File: src/core/dmw_map.svh
// Offsets, field positions, reset values and timing counts of the watchdog
// Contract
// - Timeout or windowed mode, never both
// - Timeout mode: key before counter expiry
// - Expiry or wrong key is a failure
// - Failure gives warm reset or interrupt
// - Comes up enabled in timeout mode
// - Windowed mode: key between lower, upper
// - Windowed miss or wrong key fails
// - Control bit picks interrupt over reset
`ifndef DMW_MAP_SVH
`define DMW_MAP_SVH
// ---------------------------------------------
// Register offsets
// ---------------------------------------------
`define DMW_OFF_CTRL 8'h00
`define DMW_OFF_UPPER 8'h04
`define DMW_OFF_LOWER 8'h08
`define DMW_OFF_KEY 8'h0c
`define DMW_OFF_STATUS 8'h10
`define DMW_OFF_COUNT 8'h14
// ---------------------------------------------
// Field positions
// ---------------------------------------------
`define DMW_CTRL_WIN 0
`define DMW_CTRL_IRQ_SEL 1
`define DMW_STAT_FLAG 0
`define DMW_STAT_KEY 1
// ---------------------------------------------
// Widths, reset values, key
// ---------------------------------------------
`define DMW_CNT_W 16
`define DMW_UPPER_RST 16'hffff
`define DMW_LOWER_RST 16'h0000
`define DMW_SERVICE_KEY 16'h5aa5
// ---------------------------------------------
// Timing
// ---------------------------------------------
`define DMW_CLK_NS 50
`define DMW_RST_PULSE_NS 1000
`define DMW_RST_PULSE_CYC ((`DMW_RST_PULSE_NS + `DMW_CLK_NS - 1) / `DMW_CLK_NS)
`endif

File: src/core/dmw_pkg.sv
// Types shared by the watchdog modules
package dmw_pkg;
   // Response sequencer states
   typedef enum logic [0:0] {RESP_IDLE, RESP_PULSE} dmw_resp_type;
   // Whole state of the top module
   typedef struct packed {
      logic win;              // Windowed mode selected
      logic irq_sel;          // Interrupt instead of reset
      logic [15:0] upper;     // Timeout or upper bound
      logic [15:0] lower;     // Lower bound
      logic flag;             // Sticky failure flag
      logic cause_key;        // Last failure was a bad key write
      dmw_resp_type resp;     // Reset pulse sequencer
      logic [7:0] pulse_cnt;  // Cycles left of reset pulse
      logic warm_rst;         // Warm reset request
      logic irq;              // Interrupt request
      logic [31:0] rdata;     // Read data
   } dmw_state_type;
   // State of the counter module
   typedef struct packed {
      logic [15:0] count;
   } dmw_cnt_state_type;
endpackage

File: src/core/dmw_counter.sv
// Saturating watchdog counter with synchronous restart
`timescale 1ns/1ns
module dmw_counter #(
   parameter int W = 16
) (
   input wire logic clk_sys,
   input wire logic arst_n,
   input wire logic ce,
   input wire logic clr,
   output logic [W-1:0] count
);
   import dmw_pkg::*;
   logic [W-1:0] cnt_reg;  // Current count
   logic [W-1:0] cnt_next; // Next count
   // ---------------------------------------------
   // Next count
   // ---------------------------------------------
   always_comb begin
      cnt_next = cnt_reg;
      if (clr) begin
         cnt_next = '0;
      end else if (cnt_reg != '1) begin
         // Saturate so a stalled block never wraps back into a window
         cnt_next = cnt_reg + W'(1);
      end
   end
   // ---------------------------------------------
   // Register
   // ---------------------------------------------
   always_ff @(posedge clk_sys or negedge arst_n) begin
      if (!arst_n) begin
         cnt_reg <= '0;
      end else if (ce) begin
         cnt_reg <= cnt_next;
      end
   end
   assign count = cnt_reg;
endmodule // dmw_counter

File: src/core/dmw_top.sv
// Dual-mode internal watchdog with register port
//
// Local design decisions: the strobed register port and the address map.
`timescale 1ns/1ns
`include "dmw_map.svh"
module dmw_top #(
   parameter logic [15:0] UPPER_RST = `DMW_UPPER_RST,
   parameter logic [15:0] SERVICE_KEY = `DMW_SERVICE_KEY
) (
   input wire logic clk_sys,
   input wire logic arst_n,
   input wire logic ce,
   input wire logic [7:0] addr,
   input wire logic [31:0] wdata,
   input wire logic wr,
   input wire logic rd,
   output logic [31:0] rdata,
   output logic warm_rst_req,
   output logic cpu_irq
);
   import dmw_pkg::*;
   localparam logic [7:0] PULSE_CYC = 8'(`DMW_RST_PULSE_CYC);
   // ---------------------------------------------
   // Declarations
   // ---------------------------------------------
   dmw_state_type st_reg;   // Registered state
   dmw_state_type st_next;  // Next state
   logic [15:0] count;      // Watchdog count
   logic ctrl_wr;           // Control write
   logic key_wr;            // Key write
   logic key_ok;            // Key value matches
   logic early;             // Before lower bound
   logic expire;            // Counter reached upper bound
   logic fail;              // Failure detected this cycle
   logic restart;           // Counter restart
   // Address match, used by every decode below
   function automatic logic hit(input logic [7:0] a, input logic [7:0] off);
      hit = (a == off);
   endfunction
   // ---------------------------------------------
   // Counter
   // ---------------------------------------------
   dmw_counter #(.W(`DMW_CNT_W)) u_cnt (
      .clk_sys(clk_sys),
      .arst_n(arst_n),
      .ce(ce),
      .clr(restart),
      .count(count)
   );
   // ---------------------------------------------
   // Failure detection
   // ---------------------------------------------
   always_comb begin
      ctrl_wr = wr && hit(addr, `DMW_OFF_CTRL);
      key_wr = wr && hit(addr, `DMW_OFF_KEY);
      key_ok = (wdata[15:0] == SERVICE_KEY);
      // Lower bound only matters in windowed mode
      early = st_reg.win && (count < st_reg.lower);
      // Same register serves as timeout and upper bound
      expire = (count >= st_reg.upper);
      fail = expire || (key_wr && (!key_ok || early));
      // Any key write or failure starts a new period; mode change too
      restart = fail || key_wr || ctrl_wr;
   end
   // ---------------------------------------------
   // Next state
   // ---------------------------------------------
   always_comb begin
      st_next = st_reg;
      st_next.rdata = 32'h0;
      // Register writes
      if (ctrl_wr) begin
         // One bit picks the mode, so the two can never both run
         st_next.win = wdata[`DMW_CTRL_WIN];
         st_next.irq_sel = wdata[`DMW_CTRL_IRQ_SEL];
      end
      if (wr && hit(addr, `DMW_OFF_UPPER)) begin
         st_next.upper = wdata[15:0];
      end
      if (wr && hit(addr, `DMW_OFF_LOWER)) begin
         st_next.lower = wdata[15:0];
      end
      // Write one to clear; a new failure wins over the clear
      if (wr && hit(addr, `DMW_OFF_STATUS) && wdata[`DMW_STAT_FLAG]) begin
         st_next.flag = 1'b0;
         st_next.cause_key = 1'b0;
      end
      if (fail) begin
         st_next.flag = 1'b1;
         st_next.cause_key = key_wr;
      end
      // Reset pulse sequencer
      case (st_reg.resp)
         RESP_IDLE: begin
            if (fail && !st_next.irq_sel) begin
               st_next.resp = RESP_PULSE;
               st_next.pulse_cnt = PULSE_CYC;
            end
         end
         RESP_PULSE: begin
            if (st_reg.pulse_cnt <= 8'h01) begin
               st_next.resp = RESP_IDLE;
               st_next.pulse_cnt = 8'h00;
            end else begin
               st_next.pulse_cnt = st_reg.pulse_cnt - 8'h01;
            end
         end
         default: begin
            st_next.resp = RESP_IDLE;
         end
      endcase
      st_next.warm_rst = (st_next.resp == RESP_PULSE);
      // Interrupt is the sticky flag when interrupt response is picked
      st_next.irq = st_next.flag && st_next.irq_sel;
      // Read data, valid in the cycle after the strobe only
      if (rd) begin
         if (hit(addr, `DMW_OFF_CTRL)) begin
            st_next.rdata[`DMW_CTRL_WIN] = st_reg.win;
            st_next.rdata[`DMW_CTRL_IRQ_SEL] = st_reg.irq_sel;
         end else if (hit(addr, `DMW_OFF_UPPER)) begin
            st_next.rdata[15:0] = st_reg.upper;
         end else if (hit(addr, `DMW_OFF_LOWER)) begin
            st_next.rdata[15:0] = st_reg.lower;
         end else if (hit(addr, `DMW_OFF_STATUS)) begin
            st_next.rdata[`DMW_STAT_FLAG] = st_reg.flag;
            st_next.rdata[`DMW_STAT_KEY] = st_reg.cause_key;
         end else if (hit(addr, `DMW_OFF_COUNT)) begin
            st_next.rdata[15:0] = count;
         end
         // Key and unmapped offsets read as zero
      end
   end
   // ---------------------------------------------
   // State register
   // ---------------------------------------------
   always_ff @(posedge clk_sys or negedge arst_n) begin
      if (!arst_n) begin
         // Enabled in timeout mode with reset response, no software needed
         st_reg.win <= 1'b0;
         st_reg.irq_sel <= 1'b0;
         st_reg.upper <= UPPER_RST;
         st_reg.lower <= `DMW_LOWER_RST;
         st_reg.flag <= 1'b0;
         st_reg.cause_key <= 1'b0;
         st_reg.resp <= RESP_IDLE;
         st_reg.pulse_cnt <= 8'h00;
         st_reg.warm_rst <= 1'b0;
         st_reg.irq <= 1'b0;
         st_reg.rdata <= 32'h0;
      end else if (ce) begin
         st_reg <= st_next;
      end
   end
   assign rdata = st_reg.rdata;
   assign warm_rst_req = st_reg.warm_rst;
   assign cpu_irq = st_reg.irq;
   // ---------------------------------------------
   // Assertions
   // ---------------------------------------------
   property p_rst_mode;
      @(posedge clk_sys) $rose(arst_n) |-> !st_reg.win && !st_reg.irq_sel;
   endproperty
   a_rst_mode: assert property (p_rst_mode) else $error("not timeout mode after reset");
   property p_mode_sel;
      @(posedge clk_sys) disable iff (!arst_n)
         ce && ctrl_wr |=> st_reg.win == $past(wdata[`DMW_CTRL_WIN]);
   endproperty
   a_mode_sel: assert property (p_mode_sel) else $error("mode bit not taken");
   property p_expire;
      @(posedge clk_sys) disable iff (!arst_n)
         ce && count >= st_reg.upper |=> st_reg.flag && count == 16'h0000;
   endproperty
   a_expire: assert property (p_expire) else $error("expiry not flagged");
   property p_bad_key;
      @(posedge clk_sys) disable iff (!arst_n)
         ce && key_wr && wdata[15:0] != SERVICE_KEY |=> st_reg.flag && st_reg.cause_key;
   endproperty
   a_bad_key: assert property (p_bad_key) else $error("wrong key not flagged");
   property p_early;
      @(posedge clk_sys) disable iff (!arst_n)
         ce && key_wr && st_reg.win && count < st_reg.lower |=> st_reg.flag;
   endproperty
   a_early: assert property (p_early) else $error("early key not flagged");
   property p_service;
      @(posedge clk_sys) disable iff (!arst_n)
         ce && key_wr && !fail
            |=> count == 16'h0000 && !st_reg.cause_key == !$past(st_reg.cause_key);
   endproperty
   a_service: assert property (p_service) else $error("good key did not restart");
   property p_irq_resp;
      @(posedge clk_sys) disable iff (!arst_n)
         ce && fail && st_reg.irq_sel && !ctrl_wr |=> cpu_irq && !$rose(warm_rst_req);
   endproperty
   a_irq_resp: assert property (p_irq_resp) else $error("interrupt response missing");
   // A failure in the last pulse cycle does not retrigger, so it is left out
   property p_rst_resp;
      @(posedge clk_sys) disable iff (!arst_n)
         ce && fail && !st_reg.irq_sel && !ctrl_wr && st_reg.pulse_cnt != 8'h01
            |=> warm_rst_req && !cpu_irq;
   endproperty
   a_rst_resp: assert property (p_rst_resp) else $error("reset response missing");
   property p_pulse_len;
      @(posedge clk_sys) disable iff (!arst_n)
         st_reg.pulse_cnt <= PULSE_CYC && (warm_rst_req == (st_reg.pulse_cnt != 8'h00));
   endproperty
   a_pulse_len: assert property (p_pulse_len) else $error("reset pulse length wrong");
   // A reset-response failure while the sequencer is idle loads the full pulse length
   property p_pulse_start;
      @(posedge clk_sys) disable iff (!arst_n)
         ce && fail && !ctrl_wr && !st_reg.irq_sel && st_reg.resp == RESP_IDLE
            |=> st_reg.pulse_cnt == PULSE_CYC;
   endproperty
   a_pulse_start: assert property (p_pulse_start) else $error("pulse not loaded");
   // A good key inside the window restarts without touching the flag
   property p_in_window;
      @(posedge clk_sys) disable iff (!arst_n)
         ce && key_wr && key_ok && count >= st_reg.lower && count < st_reg.upper
            |=> count == 16'h0000 && st_reg.flag == $past(st_reg.flag);
   endproperty
   a_in_window: assert property (p_in_window) else $error("in-window key not accepted");
   // Clearing the flag drops the interrupt unless a new failure wins
   property p_clear;
      @(posedge clk_sys) disable iff (!arst_n)
         ce && wr && addr == `DMW_OFF_STATUS && wdata[`DMW_STAT_FLAG] && !fail
            |=> !st_reg.flag && !cpu_irq;
   endproperty
   a_clear: assert property (p_clear) else $error("flag clear not taken");
   // Clock enable low holds every register, counter included
   property p_freeze;
      @(posedge clk_sys) disable iff (!arst_n)
         !ce |=> $stable(st_reg) && $stable(count);
   endproperty
   a_freeze: assert property (p_freeze) else $error("state moved while frozen");
endmodule // dmw_top

File: config.mk
export PLATFORM = sky130hd
export DESIGN_NAME = dmw_top
export DESIGN_NICKNAME = d
export VERILOG_FILES = /design/src/core/dmw_pkg.sv /design/src/core/dmw_counter.sv /design/src/core/dmw_top.sv
export VERILOG_INCLUDE_DIRS = /design/src /design/src/core
export SDC_FILE = /design/constraint.sdc
export NUM_CORES = 1
export LEC_CHECK = 0
export ABC_AREA = 0
export BUFFER_PORTS_ARGS = -buffer_cell sky130_fd_sc_hd__buf_2
export CAP_MARGIN = 20
export CORE_MARGIN = 4
export CORE_UTILIZATION = 55
export DETAILED_ROUTE_END_ITERATION = 16
export GPL_TIMING_DRIVEN = 0
export PLACE_DENSITY = 0.89
export RECOVER_POWER = 50
export SLEW_MARGIN = 15
export SYNTH_ARGS = -nofsm -noshare
export SYNTH_HDL_FRONTEND = slang
export SYNTH_SLANG_ARGS = --single-unit
File: constraint.sdc
create_clock -name clk_sys -period 2.9 [get_ports clk_sys]
set_input_delay 0.145 -clock clk_sys [delete_from_list [all_inputs] [get_ports clk_sys]]
set_output_delay 0.145 -clock clk_sys [all_outputs]
set_load 0.02 [all_outputs]
======== Word level (Yosys, flattened, before mapping) ========
Index checks and enable logic that the tools add are counted.
cells by class
  $add $sub $neg .......................... 2
  multipliers ............................. 0
  divide/modulo/power cells ............... 0
  $lt $le $gt $ge ......................... 3
  equality and inequality tests ........... 8
  shift-type cells ........................ 0
  mux-type cells .......................... 17
  bitwise gates (word level) .............. 1
  reduce and logical (&&, ||, !) cells .... 25
operator list
  operator                                                         number
  two-way mux 16 bit                                               6
  two-way mux 14 bit                                               2
  one-hot mux 9 bit (2 select lines)                               1
  adder 16 x 1 -> 16 bit (second input constant)                   1
  == test 16 x 15 -> 1 bit (second input constant)                 1
  == test 8 x 4 -> 1 bit (second input constant)                   2
  == test 8 x 5 -> 1 bit (second input constant)                   2
  greater-or-equal comparator 16 bit                               1
  less-than comparator 16 bit                                      1
  inequality test 16 bit (second input constant)                   1
  AND reduction 2 bit                                              6
  logical AND 1 bit                                                10
  two-way mux 9 bit                                                1
  == test 8 x 3 -> 1 bit (second input constant)                   1
  less-or-equal comparator 8 x 1 -> 1 bit (second input constant)  1
  logical NOT 8 bit                                                1
  two-way mux 2 bit                                                4
  two-way mux 8 bit                                                1
  subtractor 8 x 1 -> 8 bit (second input constant)                1
  logical OR 1 bit                                                 4
  nonzero test 2 bit                                               2
  logical NOT 1 bit                                                2
  two-way mux 1 bit                                                2
  inequality test 2 bit (second input constant)                    1
  NOT 1 bit                                                        1
storage, ports and cells
  flip-flop bits (word level) ............. 78
  bits in latches ......................... 0
  RAM bits ................................ 0
  bits in read-only memories .............. 0
  word-level logic and storage cells ...... 67
  memories kept ........................... 0

======== Longest topological paths before layout ========
  word-level depth ........................ 9
  mapped depth ............................ 9
  depth with buffers taken out ............ 8

======== Cells and area by module ========
A second synthesis with hierarchy kept.
unflattened totals
  cell total of the unflattened synthesis .. 527
  area total of the unflattened synthesis .. 4,867.2 um^2
by module, submodules not included
  module       instances  cells each  area an instance (um^2)
  dmw_top      1          413         3,854.9
  dmw_counter  1          114         1,012.2

======== Least setup slack after synthesis ========
Ideal clock, no wire load.
  kind .................................... flip-flop to flip-flop
  from .................................... reg u_cnt.cnt_reg[0] (netlist: u_cnt.count[0])
  to ...................................... reg u_cnt.cnt_reg[9] (netlist: u_cnt.count[9])
  arrival time ............................ 2,146 ps
  setup slack ............................. 654 ps
  cell stages (with the launch flop) ...... 9
  cells stage by stage .................... dfrtp_1 inv_1 ha_1 nand2b_1 a2111o_1 a32o_1 nor2_1 nand3_1 a311oi_1
on the way
  longest elaborated chain between the ends .. 9
  elaborated cells on any way between the ends .. 14
  classes of those cells .................. 1 x add/sub; 2 x order compare; 1 x eq/ne; 2 x mux; 8 x reduce/logical
RTL lines
  element                               RTL line           source
  start: declaration                    dmw_counter.sv:13  logic [W-1:0] cnt_reg;
  start signal: assignment              dmw_counter.sv:34  cnt_reg <= cnt_next;
  less-than comparator 16 bit           dmw_top.sv:58      early = st_reg.win && (count < st_reg.lower);
  logical AND 1 bit                     dmw_top.sv:58
  logical OR 1 bit                      dmw_top.sv:61      fail = expire || (key_wr && (!key_ok || early));
  logical AND 1 bit                     dmw_top.sv:61
  logical OR 1 bit                      dmw_top.sv:61
  logical OR 1 bit (2 in a row)         dmw_top.sv:63      restart = fail || key_wr || ctrl_wr;
  nonzero test 2 bit (no source line)   n/a
  AND reduction 2 bit (no source line)  n/a
Several ways; a longest one is shown, not always the timed one. The select of a mux whose other input is x is not followed.
A chain may end at the register's enable or synchronous reset.

======== Worst setup path in the final report ========
Same ends and word-level chain as after synthesis.

==> flow_summary.yaml <==
run_status:
  status: "complete, no violations"
critical_path:
  crit_chain: "inv_1 -> ha_1 -> nand2b_1 -> a2111o_1 -> a32o_1 -> nor2_1 -> nand3_1 -> a311oi_1"
  path_delay_family: "compound AO/OA/AOI/OAI gates"
  worstPathArrival_ns: 2.93
  worst_setup_path_end_kind: "register"
  cp.required_ns: 3.16
  timing.rr.start: "u_cnt.count[0]"
  max_stage_delay_ns: 0.49
  path_buf_inv: 1
  reg2reg_slack_ns: 0.23
  rr_worst_depth: 8
  worstReg2RegEnd: "u_cnt.count[9]"
  start_kind: "register"
  critPathKind: "register to register"
  crit_fanout: 7
  worstSetupPathDepth: 8
  slowest_stage: "dfrtp_1"
synth:
  synthAdderAreaFrac: 0.0844
  async_flop_share: 1.00
  yosysSeqAreaShare: 0.391
  synth_top_cell_area_share: 0.308
  synth-xor-area-share: 0.0174
  synth_cell_types: 69
  synthSimpleGateAreaFrac: 0.177
  synth_area_leaders: "dfrtp_1 (31%), ha_1 (8.4%), dfstp_2 (8.3%)"
  synth-edff-count: 0
  ys.flop_type: "dfrtp_1"
  synth.cell_area_um2: 5040
  avgSynthCellArea_um2: 9.51
  ys_ff_latch: 78
  synth.largest_area_cell: "dfrtp_1"
  synth_commonest_cells: "dfrtp_1 (62), nand2_1 (41), inv_1 (38), buf_4 (35), ha_1 (34)"
  synth_cells: 530
  synth_most_common_cell: "dfrtp_1"
  synth-compound-area-share: 0.203
  ys_warn_count: 0
  synth_top_family_by_area: "compound AO/OA/AOI/OAI gates"
  synth.area.mux_share: 0.0174
placement:
  gp_congestion: 0.880
  numPortBuffers: 45
  dp_hpwl_um: 9680
pwr:
  powerDensity_nw_per_um2: 543
  p_leak_nw: 2.76
  internal_power_w: 0.00213
  ir_drop_uv: 319
  p_sw_w: 0.000989
  seq_power_share: 0.451
  pwr-share-clk: 0.335
  switching_share: 0.317
  combPwrFrac: 0.214
die:
  rows: 34
  start_util: 0.572
  die_h_um: 104
  die_area_um2: 10800
  die_w_um: 104
  coreArea_um2: 8810
  ios: 79
drt:
  drc_errors: 0
  drt-initial-drc-count: 466
  num_vias: 4424
  wl_per_cell_um: 18.3
  firstDrtPassIters: 6
  met3WireLength_um: 958
  vias_per_cell: 6.18
  wl_met2_um: 6520
  routed_wl_um: 13100
  drtAntennaViolNets: 0
  highest_layer: "met4"
  wl_met1_um: 5040
cts:
  hold_buffers: 1
  cts-resized-gates: 0
  htreeDepth: 3
  clock_path_buffers: 2
  cts_tree: "yes"
  clk_pin_slew_ns: 0.09
  cts-root-buf: "clkbuf_8"
  clock-sinks: 78
  clkLatencyLatePin_ns: 0.37
  postCtsSetupRepairBufs: 0
  numCtsBuffers: 9
global_route:
  antenna_found_initial: 0
  grt_pass1_vias: 4595
  grt_max_degree: 59
  grt_util_all_layers: 0.249
  grt_first_pass_wirelength_um: 22000
  grt-ovfl-total: 0
sta:
  slew_viol_final: 0
  max_freq_ghz: 0.375
  worst_slew_pin_slew_ns: 1.31
  finalSetupViolations: 0
  rsz0062_at_grt: "no"
  fin_skew_ns: 0.0101
  period_needed_ns: 2.67
  setup_tns_ns: 0
  final-hold-violation-count: 0
  fin_crit_sh: 0.920
  slew_headroom: 0.129
finish:
  drive_gt1_frac: 0.265
  multi_input_comb_area_um2: 2570
  seq_area_um2: 1970
  fillers: 680
  final_nets: 682
  antenna_cells: 0
  syn2layout_area_growth_pct: 13.9
  final_core_util: 0.651
  largest_reg_flops: 44
min_path:
  hold_path_class: "input pin to register"
  worstHoldPathCells: 3
  min-delay-start: "wdata[11]"
  whs_endpoint: "st_reg[56]"
flow_run:
  maxCapViolCount: 0
==> power by group through the flow <==
stage	sequential [W]	combinational [W]	clock, W
6_report	0.00140	0.000667	0.00104
5_1_grt	0.00142	0.000757	0.00109
4_1_cts	0.00139	0.000667	0.00105
3_5_place_dp	0.00141	0.000660	0
3_3_place_gp	0.00140	0.000623	0
2_1_floorplan	0.00137	0.000477	0
==> how the worst max path moves through the flow <==
stage,from,endpoint
finish,u_cnt.count[0],u_cnt.count[9]
global route,u_cnt.count[0],u_cnt.count[13]
CTS,u_cnt.count[0],u_cnt.count[9]
detailed placement,u_cnt.count[0],u_cnt.count[9]
global placement,u_cnt.count[0],u_cnt.count[9]
floorplan,u_cnt.count[0],u_cnt.count[9]
==> worst min-delay path: stages <==
cell	delay, ns
buf_2	0.11
nand2_2	0.05
o21ai_2	0.04
==> metal layers <==
metal / up-vias / GRT usage
met5: - / 0
met4: 0 / 0.130
met3: 57 / 0.0510
met2: 233 / 0.427
met1: 2123 / 0.295
li1: 2011 / -
==> final cells by class <==
class,instances,area share
Clock buffer,11,0.0264
Clock inverter,5,0.0183
Inverter,38,0.0249
Buffer,56,0.0709
Tap cell,108,0.0236
Multi-Input combinational cell,373,0.449
Timing Repair Buffer,47,0.0436
Sequential cell,78,0.344
==> cells in the final DEF (no fill, tap or decap), types with 5 or more instances in the layout <==
master | netlist | final
nor3_1 | 14 | 14
a21oi_1 | 27 | 27
nand3_1 | 13 | 13
nand2_2 | 15 | 15
o31a_1 | 5 | 5
a31oi_1 | 6 | 6
nor2_1 | 27 | 27
and3_1 | 7 | 7
o21ai_2 | 15 | 15
o21ai_0 | 27 | 27
xnor2_1 | 9 | 9
nand4_1 | 10 | 10
dfrtp_1 | 62 | 62
clkbuf_1 | 6 | 16
conb_1 | 1 | 16
nand2_1 | 41 | 41
inv_1 | 38 | 38
clkbuf_8 | 0 | 11
o2bb2ai_1 | 15 | 15
buf_4 | 35 | 35
a22o_1 | 12 | 12
ha_1 | 34 | 34
or3_1 | 7 | 7
dfstp_2 | 16 | 16
buf_2 | 8 | 43
==> cells by family after synthesis <==
logic type	Yosys count
AOI/OAI and AO/OA	144
other	1
adders and majority gates	34
buffers and inverters	94
and+or+nand+nor	162
muxes	7
xor gates and xnor gates	10
DFF	78
==> per-stage QoR <==
stage               cell area [um^2]  hold WS (ns)  worst slack (ns)  cells  power, W
floorplan                       5090        -0.151             0.654    545   0.00184
global placement                5460         0.381             0.363    698   0.00203
detailed placement              5490        0.0646             0.265    699   0.00207
CTS                             5750        0.0110             0.242    716   0.00311
global route                    5740        0.0168            0.0454    716   0.00328
finish                          5740        0.0130             0.231    716   0.00312
(Power assumes the default switching activity.)
